--- src/rtl/kms_pkg.sv ---
// Constants and types shared by the keypad matrix scanner
package kms_pkg;

  // Register byte offsets on APB
  localparam logic [7:0] ADDR_DIR = 8'h00;
  localparam logic [7:0] ADDR_LVL = 8'h04;
  localparam logic [7:0] ADDR_RET = 8'h08;
  localparam logic [7:0] ADDR_CTRL = 8'h0c;
  localparam logic [7:0] ADDR_STAT = 8'h10;
  localparam logic [7:0] ADDR_SIN = 8'h14;
  localparam logic [7:0] ADDR_MASK = 8'h18;

  // Reset values
  localparam logic [7:0] DIR_RST = 8'hff;
  localparam logic [7:0] LVL_RST = 8'hff;
  localparam logic [7:0] MASK_RST = 8'hff;
  localparam logic [1:0] CTRL_RST = 2'h0;

  // Field positions
  localparam int CTRL_SCAN_EN_BIT = 0;
  localparam int CTRL_INT_TICK_BIT = 1;
  localparam int STAT_KEY_BIT = 0;
  localparam int STAT_POS_LSB = 8;

  // Geometry
  localparam int NUM_STROBES = 8;
  localparam int NUM_RETURNS = 5;

  // Frame timing
  localparam int CLK_PERIOD_NS = 20;
  localparam int FRAME_NS = 4600000;
  localparam int FRAME_CYCLES = FRAME_NS / CLK_PERIOD_NS;
  localparam int FRAME_CNT_W = 18;

  // Scan position, one-hot: the set bit is the strobe driven low
  typedef enum logic [7:0] {
    SCAN_S0 = 8'h01,
    SCAN_S1 = 8'h02,
    SCAN_S2 = 8'h04,
    SCAN_S3 = 8'h08,
    SCAN_S4 = 8'h10,
    SCAN_S5 = 8'h20,
    SCAN_S6 = 8'h40,
    SCAN_S7 = 8'h80
  } kms_scan_t;

endpackage : kms_pkg

--- src/rtl/kms_frame_timer.sv ---
// Frame tick divider for the keypad matrix scanner
`timescale 1ns/1ps
`default_nettype none

module kms_frame_timer #(
  parameter int FRAME_CYCLES = kms_pkg::FRAME_CYCLES
)
(
  // Clock and reset
  input wire logic pclk,
  input wire logic presetn,
  // Control and tick
  input wire logic enable,
  output logic tick
);

  typedef struct packed {
    logic [kms_pkg::FRAME_CNT_W-1:0] cnt;
    logic tick;
  } kms_timer_t;

  kms_timer_t st_q;
  kms_timer_t st_d;

  localparam logic [kms_pkg::FRAME_CNT_W-1:0] LAST =
    kms_pkg::FRAME_CNT_W'(FRAME_CYCLES - 1);

  always_comb
  begin
    st_d = st_q;
    st_d.tick = 1'b0;
    // Stopped timer restarts a full frame when enabled again
    if (!enable)
    begin
      st_d.cnt = '0;
    end
    else if (st_q.cnt == LAST)
    begin
      st_d.cnt = '0;
      st_d.tick = 1'b1;
    end
    else
    begin
      st_d.cnt = st_q.cnt + 1'b1;
    end
  end

  always_ff @(posedge pclk or negedge presetn)
  begin
    if (!presetn)
    begin
      st_q <= '0;
    end
    else
    begin
      st_q <= st_d;
    end
  end

  assign tick = st_q.tick;

endmodule : kms_frame_timer

`default_nettype wire

--- src/rtl/kms_scanner.sv ---
// Keypad matrix scanner with APB register access
`timescale 1ns/1ps
`default_nettype none

module kms_scanner #(
  parameter int FRAME_CYCLES = kms_pkg::FRAME_CYCLES
)
(
  // Clock and reset
  input wire logic pclk,
  input wire logic presetn,
  // APB slave
  input wire logic psel,
  input wire logic penable,
  input wire logic pwrite,
  input wire logic [7:0] paddr,
  input wire logic [31:0] pwdata,
  input wire logic [3:0] pstrb,
  output logic [31:0] prdata,
  output logic pready,
  output logic pslverr,
  // Strobe pins
  input wire logic [7:0] strobe_i,
  output logic [7:0] strobe_o,
  output logic [7:0] strobe_oe,
  // Return pins and shared port A bit 0
  input wire logic [3:0] ret_i,
  input wire logic gpa0_i,
  input wire logic gpa0_alt_sel,
  // Frame timing and interrupt
  input wire logic frame_tick,
  output logic key_irq
);

  typedef struct packed {
    logic [7:0] dir;
    logic [7:0] lvl;
    logic [7:0] mask;
    logic [1:0] ctrl;
    logic key_seen;
    kms_pkg::kms_scan_t pos;
    logic [7:0] sin_m;
    logic [7:0] sin;
    logic [4:0] ret_m;
    logic [4:0] ret;
    logic [7:0] strobe_o;
    logic [7:0] strobe_oe;
    logic key_irq;
    logic pready;
    logic pslverr;
    logic [31:0] prdata;
  } kms_state_t;

  localparam kms_state_t ST_RST = '{
    dir: kms_pkg::DIR_RST,
    lvl: kms_pkg::LVL_RST,
    mask: kms_pkg::MASK_RST,
    ctrl: kms_pkg::CTRL_RST,
    key_seen: 1'b0,
    pos: kms_pkg::SCAN_S0,
    sin_m: 8'hff,
    sin: 8'hff,
    ret_m: 5'h1f,
    ret: 5'h1f,
    strobe_o: 8'hff,
    strobe_oe: 8'h00,
    key_irq: 1'b0,
    pready: 1'b0,
    pslverr: 1'b0,
    prdata: 32'h0000_0000
  };

  kms_state_t st_q;
  kms_state_t st_d;

  function automatic kms_pkg::kms_scan_t next_pos(kms_pkg::kms_scan_t p);
    kms_pkg::kms_scan_t n;
    n = kms_pkg::SCAN_S0;
    unique case (p)
      kms_pkg::SCAN_S0: n = kms_pkg::SCAN_S1;
      kms_pkg::SCAN_S1: n = kms_pkg::SCAN_S2;
      kms_pkg::SCAN_S2: n = kms_pkg::SCAN_S3;
      kms_pkg::SCAN_S3: n = kms_pkg::SCAN_S4;
      kms_pkg::SCAN_S4: n = kms_pkg::SCAN_S5;
      kms_pkg::SCAN_S5: n = kms_pkg::SCAN_S6;
      kms_pkg::SCAN_S6: n = kms_pkg::SCAN_S7;
      kms_pkg::SCAN_S7: n = kms_pkg::SCAN_S0;
      default: n = kms_pkg::SCAN_S0;
    endcase
    return n;
  endfunction : next_pos

  function automatic logic is_mapped(logic [7:0] a);
    return (a == kms_pkg::ADDR_DIR) || (a == kms_pkg::ADDR_LVL) ||
      (a == kms_pkg::ADDR_RET) || (a == kms_pkg::ADDR_CTRL) ||
      (a == kms_pkg::ADDR_STAT) || (a == kms_pkg::ADDR_SIN) ||
      (a == kms_pkg::ADDR_MASK);
  endfunction : is_mapped

  logic int_tick;
  logic scan_en;
  logic tick_eff;
  logic [4:0] ret_eff;
  logic [7:0] scan_drv;
  logic hit;
  logic key_now;
  logic acc;
  logic wr_done;
  logic [31:0] rd_val;

  kms_frame_timer #(
    .FRAME_CYCLES(FRAME_CYCLES)
  ) u_timer (
    .pclk(pclk),
    .presetn(presetn),
    .enable(st_q.ctrl[kms_pkg::CTRL_INT_TICK_BIT]),
    .tick(int_tick)
  );

  always_comb
  begin
    st_d = st_q;
    scan_en = st_q.ctrl[kms_pkg::CTRL_SCAN_EN_BIT];
    // Internal divider or the external frame source paces the scan
    tick_eff = scan_en &&
      (st_q.ctrl[kms_pkg::CTRL_INT_TICK_BIT] ? int_tick : frame_tick);
    // Pins from outside pass two flops; no debounce filter on returns
    st_d.sin_m = strobe_i;
    st_d.sin = st_q.sin_m;
    st_d.ret_m = {gpa0_i, ret_i};
    st_d.ret = st_q.ret_m;
    // Unselected fifth return counts as idle high
    ret_eff = {st_q.ret[4] | ~gpa0_alt_sel, st_q.ret[3:0]};
    if (tick_eff)
    begin
      st_d.pos = next_pos(st_q.pos);
    end
    // Masked strobes follow the scan, the rest stay general-purpose
    scan_drv = {8{scan_en}} & st_q.mask;
    st_d.strobe_o = (scan_drv & ~st_q.pos) | (~scan_drv & st_q.lvl);
    st_d.strobe_oe = ~st_q.dir;
    // Returns lag the strobe by the synchroniser depth, so a key on the
    // previous column can flag for two cycles after a step
    hit = scan_en && |(st_q.pos & st_q.mask & st_q.strobe_oe & ~st_q.strobe_o);
    key_now = hit && (ret_eff != 5'h1f);
    st_d.key_irq = key_now;
    // APB: access phase takes two cycles, writes land on the pready edge
    acc = psel && penable;
    wr_done = acc && st_q.pready && pwrite && is_mapped(paddr) && pstrb[0];
    st_d.pready = acc && !st_q.pready;
    st_d.pslverr = acc && !st_q.pready && !is_mapped(paddr);
    rd_val = 32'h0000_0000;
    unique case (paddr)
      kms_pkg::ADDR_DIR: rd_val[7:0] = st_q.dir;
      kms_pkg::ADDR_LVL: rd_val[7:0] = st_q.lvl;
      kms_pkg::ADDR_RET: rd_val[4:0] = {st_q.ret[4] & gpa0_alt_sel, st_q.ret[3:0]};
      kms_pkg::ADDR_CTRL: rd_val[1:0] = st_q.ctrl;
      kms_pkg::ADDR_STAT:
      begin
        rd_val[kms_pkg::STAT_KEY_BIT] = st_q.key_seen;
        rd_val[kms_pkg::STAT_POS_LSB +: 8] = st_q.pos;
      end
      kms_pkg::ADDR_SIN: rd_val[7:0] = st_q.sin;
      kms_pkg::ADDR_MASK: rd_val[7:0] = st_q.mask;
      default: rd_val = 32'h0000_0000;
    endcase
    if (acc && !st_q.pready && !pwrite)
    begin
      st_d.prdata = rd_val;
    end
    if (wr_done)
    begin
      unique case (paddr)
        kms_pkg::ADDR_DIR: st_d.dir = pwdata[7:0];
        kms_pkg::ADDR_LVL: st_d.lvl = pwdata[7:0];
        kms_pkg::ADDR_CTRL: st_d.ctrl = pwdata[1:0];
        kms_pkg::ADDR_MASK: st_d.mask = pwdata[7:0];
        kms_pkg::ADDR_STAT:
        begin
          if (pwdata[kms_pkg::STAT_KEY_BIT])
          begin
            st_d.key_seen = 1'b0;
          end
        end
        default: st_d.dir = st_q.dir;
      endcase
    end
    // A new key event wins over a clear in the same cycle
    if (key_now)
    begin
      st_d.key_seen = 1'b1;
    end
  end

  always_ff @(posedge pclk or negedge presetn)
  begin
    if (!presetn)
    begin
      st_q <= ST_RST;
    end
    else
    begin
      st_q <= st_d;
    end
  end

  assign prdata = st_q.prdata;
  assign pready = st_q.pready;
  assign pslverr = st_q.pslverr;
  assign strobe_o = st_q.strobe_o;
  assign strobe_oe = st_q.strobe_oe;
  assign key_irq = st_q.key_irq;
endmodule : kms_scanner

`default_nettype wire

--- config.mk ---
export PLATFORM = sky130hd
export DESIGN_NAME = kms_scanner
export DESIGN_NICKNAME = d
export VERILOG_FILES = /design/src/rtl/kms_pkg.sv /design/src/rtl/kms_frame_timer.sv /design/src/rtl/kms_scanner.sv
export SDC_FILE = /design/constraint.sdc
export NUM_CORES = 1
export LEC_CHECK = 0
export BUFFER_PORTS_ARGS = -buffer_cell sky130_fd_sc_hd__buf_4
export CORE_AREA = 10 10 120 122
export CTS_BUF_LIST = sky130_fd_sc_hd__clkbuf_2 sky130_fd_sc_hd__clkbuf_4 sky130_fd_sc_hd__clkbuf_8
export CTS_CLUSTER_DIAMETER = 30
export DETAILED_ROUTE_END_ITERATION = 12
export DIE_AREA = 0 0 130 132
export GPL_TIMING_DRIVEN = 0
export HOLD_SLACK_MARGIN = 0.08
export PLACE_DENSITY = 0.67
export SETUP_SLACK_MARGIN = 0.02
export SYNTH_ARGS = -nofsm -noshare
export SYNTH_HDL_FRONTEND = slang
export SYNTH_SLANG_ARGS = --single-unit
--- constraint.sdc ---
create_clock -name pclk -period 4.25 [get_ports pclk]
set_input_delay 1.0625 -clock pclk [delete_from_list [all_inputs] [get_ports pclk]]
set_output_delay 1.0625 -clock pclk [all_outputs]
set_load 0.03 [all_outputs]
==> flow_summary.toml, run 1 <==
[grt]
grtUsageTotal = 0.1494
grt-ovfl-total = 0
grt_pass1_wl_mm = 20.33
antenna_found_initial = 0
grt_pass1_vias = 3826
grt_max_degree = 116

[clock_network]
clk_path_buf_depth = 2
cts_num_sinks = 115
cts.repair.resized = 0
cts_tree = "built"
clkSlewWorstSetupHoldPaths_ns = 0.07
cts.hold.buffers_added = 0
insertion_delay_ns = 0.43
post_cts_buffers = 0
cts_root_buf = "clkbuf_8"
cts_buffers = 17
cts_htree_levels = 4

[critical_path]
worstSetupEndpointType = "flip-flop"
critical_path_class = "in -> reg"
crit_slowest_cell = "nor3_2"
cp.arrival_ns = 2.98
rr_worst_depth = 4
path_cells = "buf_4 > or2_2 > clkbuf_1 > nor3_2 > and4b_1 > buf_2 > mux2_2"
slowest_delay_ns = 0.40
ff2ff_setup_slack_ns = 2.19
r2r-start = "pready"
worstPathRequired_ns = 4.60
cp-start-kind = "input pin"
crit_fanout = 8
startpoint = "paddr[1]"

[timing]
worst_slew_pin_slew_ns = 0.8976
fin_skew_ns = 0.007431
rsz0062_at_grt = "no"
slew_viol_final = 0
report.final.setup_viol = 0
final_hold_viol_count = 0
layout_min_cycle_time_ns = 2.624
period_share = 0.6174
fin_tns_setup_ns = 0
relSlewSlack = 0.3971
fmax_mhz = 381.1

[min_path]
holdPathStages = 0
hold_path_class = "reg -> reg"
holdCritStartpoint = "st_d[65]"

[floorplan]
ios = 115
die_w_um = 130
fp.dieH_um = 132
core_area_mm2 = 0.01191
die_area_mm2 = 0.01716
rows = 40
initial_core_util = 0.4476

[cells_and_area]
drive_gt1_frac = 0.4362
fin_nets = 632
stdcell_area_mm2 = 0.006566
syn_to_final_growth_pct = 23.16
antennaDiodeCount = 0

[yosys]
ys_ff_latch = 115
netlist_top_cells_count = "dfstp_2 (59), dfrtp_1 (56), buf_4 (48)"
yosysTopAreaCellShare = 0.2908
async_flop_share = 1.000
yosys.area.top_type = "dfstp_2"
yosysSeqAreaShare = 0.5536
yosysWarningCount = 0
avgSynthCellArea_um2 = 11.54
synthDistinctLibCells = 61
synth.cell_area_mm2 = 0.005331
synth_area_leaders = "dfstp_2 (29%), dfrtp_1 (26%), buf_4 (6.8%), mux2_2 (5.1%), a22o_1 (2.5%)"
ys.flop_type = "dfstp_2"
synth-edff-count = 0
synthCells = 462
yosysMostFrequentCell = "dfstp_2"

[power]
powerDensity_mw_per_mm2 = 380.9
vdd_ir_drop_max_mv = 0.2088
fin_total_pwr_mw = 2.501
p_leak_nw = 2.887

[routing]
drt-pass1-iter-count = 5
drc = 0
num_vias = 3799
antenna_left = 0
wire_per_inst_um = 17.37
via_per_inst = 5.226
detailedRoute.firstIterationViolations = 278
totalWireLength_mm = 12.63

[place]
postPlaceCellArea_mm2 = 0.006097
place_congestion = 0.8533
dp_hpwl_mm = 9.231
portBuffers = 70

[outcome]
status = "finished clean"

[job]
drv_cap = 0
## cell type report
| class | count | area (um2) |
|---|---|---|
| fillers | 1041 | 5345 |
| flip-flops and latches | 115 | 2952 |
| multi-input cells | 275 | 1908 |
| repair buffers | 71 | 556.8 |
| plain buffers | 68 | 456.7 |
| clock buffers | 21 | 289.0 |
| well taps | 147 | 183.9 |
| clock inverters | 11 | 148.9 |
| inverters | 19 | 71.32 |
## power breakdown
| group | total, mW | internal (mW) | switching [mW] |
|---|---|---|---|
| Clock | 1.09 | 0.645 | 0.449 |
| Sequential | 1.17 | 1.14 | 0.0332 |
| Combinational | 0.233 | 0.0967 | 0.136 |
| Total | 2.50 | 1.88 | 0.619 |
## flip-flops by register name (all words and copies together) (netlist names)
signal and flops:
u_timer.st_q 18, scan_en 1, st_q 43, ret_eff 4, pslverr 1, strobe_o 8
strobe_oe 8, u_timer.tick 1, st_d 13, prdata 16, key_irq 1, pready 1
## routing by layer
metal  vias to the layer above  routed length (um)  GRT usage
met5                         -                   0          0
met4                         0                 172    0.04938
met3                        12                1009    0.05390
met2                       143                5933     0.2236
met1                      1845                5511     0.1949
li1                       1799                   -          -
## critical path, delay by kind of cell
family                 cells  cell delay, ns
buffers and inverters      3            0.60
muxes                      1            0.37
and+or+nand+nor            3            0.93
## cells by family after synthesis
group,synth area share
adders and majority gates,0.002346
and+or+nand+nor,0.1474
DFF,0.5536
xor gates and xnor gates,0.02464
buffers and inverters,0.09904
other,0.0007034
AOI/OAI and AO/OA,0.1009
muxes,0.07135
## per-stage QoR
stage / utilization / worst slack (ns) / instances / hold WS (ns)
after floorplan: - / 1.707 / 477 / 0.3452
after global placement: 0.5119 / 1.288 / 694 / 0.3452
after detailed placement: 0.5119 / 1.245 / 694 / 0.3472
after CTS: 0.5486 / 1.691 / 726 / 0.3534
after global routing: 0.5513 / 1.599 / 727 / 0.3629
final: 0.5513 / 1.626 / 727 / 0.3556
## final timing paths
| check | endpoint |
|---|---|
| max in group asynchronous | strobe_o[2] |
| max | st_q[91] |
| max reg2reg | st_q[109] |
| min reg2reg | st_q[65] |
| min | st_q[65] |
| min in group asynchronous | u_timer.st_q[13] |
## placed cells by master (no fill, tap or decap), drive strengths merged, types with 8 or more instances in the layout
| cell type | n |
|---|---|
| a22o | 15 |
| nor3 | 10 |
| mux2 | 24 |
| nand4 | 8 |
| buf | 127 |
| mux2i | 11 |
| xor2 | 9 |
| nor2 | 21 |
| nand4b | 8 |
| dfrtp | 56 |
| inv | 21 |
| o21ai | 18 |
| dfstp | 59 |
| clkbuf | 33 |
| or3 | 8 |
| conb | 16 |
| nand2 | 33 |
| nand3 | 11 |
(Power assumes the default switching activity.)
==> run 2: changes to the inputs <==
clock period = 2.46 ns   (was 4.25 ns; I/O delays follow)
==> flow_summary.toml, run 2 (synthesized netlist as in run 1, its figures left out) <==
[clock_network]
insertion_delay_ns = 0.43
cts_root_buf = "clkbuf_8"
cts_num_sinks = 115
cts.repair.resized = 0
cts.hold.buffers_added = 0
cts_tree = "built"
clk_path_buf_depth = 2
cts_buffers = 17
clkSlewWorstSetupHoldPaths_ns = 0.07
post_cts_buffers = 0
cts_htree_levels = 4

[grt]
grt_pass1_wl_mm = 20.33
grt_max_degree = 116
grtUsageTotal = 0.1494
antenna_found_initial = 0
grt-ovfl-total = 0
grt_pass1_vias = 3826

[critical_path]
worstSetupEndpointType = "flip-flop"
critical_path_class = "in -> reg"
worstPathRequired_ns = 2.82
rr_worst_depth = 4
cp-start-kind = "input pin"
crit_fanout = 8
ff2ff_setup_slack_ns = 0.40
cp.arrival_ns = 2.51

[place]
postPlaceCellArea_mm2 = 0.006097
place_congestion = 0.8533
dpl.cell_count = 694
dp_hpwl_mm = 9.231
portBuffers = 70
dp_slack_ns = -0.09711

[power]
vdd_ir_drop_max_mv = 0.3613
fin_total_pwr_mw = 4.325
p_leak_nw = 2.892
powerDensity_mw_per_mm2 = 657.7

[timing]
report.final.setup_viol = 0
fin_skew_ns = 0.007667
slew_viol_final = 0
relSlewSlack = 0.3950
layout_min_cycle_time_ns = 2.158
final_hold_viol_count = 0
fmax_mhz = 463.4
fin_ws_ns = 0.3022
period_share = 0.8772
hold_ws_ns = 0.2857
worst_slew_pin_slew_ns = 0.9007
rsz0062_at_grt = "no"
fin_tns_setup_ns = 0

[cells_and_area]
fill_cells = 1042
antennaDiodeCount = 0
final_cell_mix = "buf_4 (117), dfstp_2 (59), dfrtp_1 (56)"
layout_commonest_cell = "buf_4"
largest_reg_flops = 43
top_register = "st_q"
finish.utilization = 0.5521
syn_to_final_growth_pct = 23.35
fin_cells = 728
stdcell_area_mm2 = 0.006576
drive_gt1_frac = 0.4355
fin_nets = 633

[routing]
wire_per_inst_um = 17.37
via_per_inst = 5.210
num_vias = 3793
detailedRoute.firstIterationViolations = 291
drc = 0
totalWireLength_mm = 12.64
antenna_left = 0
drt-pass1-iter-count = 5

[outcome]
status = "finished clean"

[floorplan]
ios = 115
die_area_mm2 = 0.01716
rows = 40
core_area_mm2 = 0.01191
die_w_um = 130
fp.dieH_um = 132
initial_core_util = 0.4476

[job]
drv_cap = 0

[min_path]
hold_path_class = "in -> reg"
holdPathStages = 1
[run 2: report_power, final]
| part | leakage [nW] | internal, mW | switching, mW |
|---|---|---|---|
| Clock | 0.219 | 1.11 | 0.782 |
| Combinational | 1.32 | 0.168 | 0.236 |
| Sequential | 1.35 | 1.97 | 0.0555 |
[run 2: metal layers]
metal	track usage	vias up	wire length, um
met2	0.2236	145	5927
met3	0.05390	11	1030
met4	0.04938	0	180
li1	-	1802	-
met1	0.1949	1835	5504
met5	0	-	0
[run 2: area by class of cell]
cell class	instances	area, um2	share of cell area
flip-flops and latches	115	2952	0.4488
multi-input cells	275	1908	0.2901
repair buffers	72	566.8	0.08619
plain buffers	68	456.7	0.06944
clock buffers	21	289.0	0.04395
well taps	147	183.9	0.02797
clock inverters	11	148.9	0.02264
inverters	19	71.32	0.01084
[run 2: worst max-delay path, stage by stage]
cell	delay, ns
buf_4	0.11
or2_2	0.28
clkbuf_1	0.21
nor3_2	0.40
and4b_1	0.25
buf_2	0.26
mux2_2	0.37
[run 2: final timing paths]
path / end / start
max in group asynchronous: st_q[66] / presetn
setup reg to reg: st_q[109] / pready
hold reg to reg: st_q[65] / st_d[65]
setup / recovery: st_q[91] / paddr[1]
hold / removal: st_d[66] / strobe_i[5]
min in group asynchronous: u_timer.st_q[13] / presetn
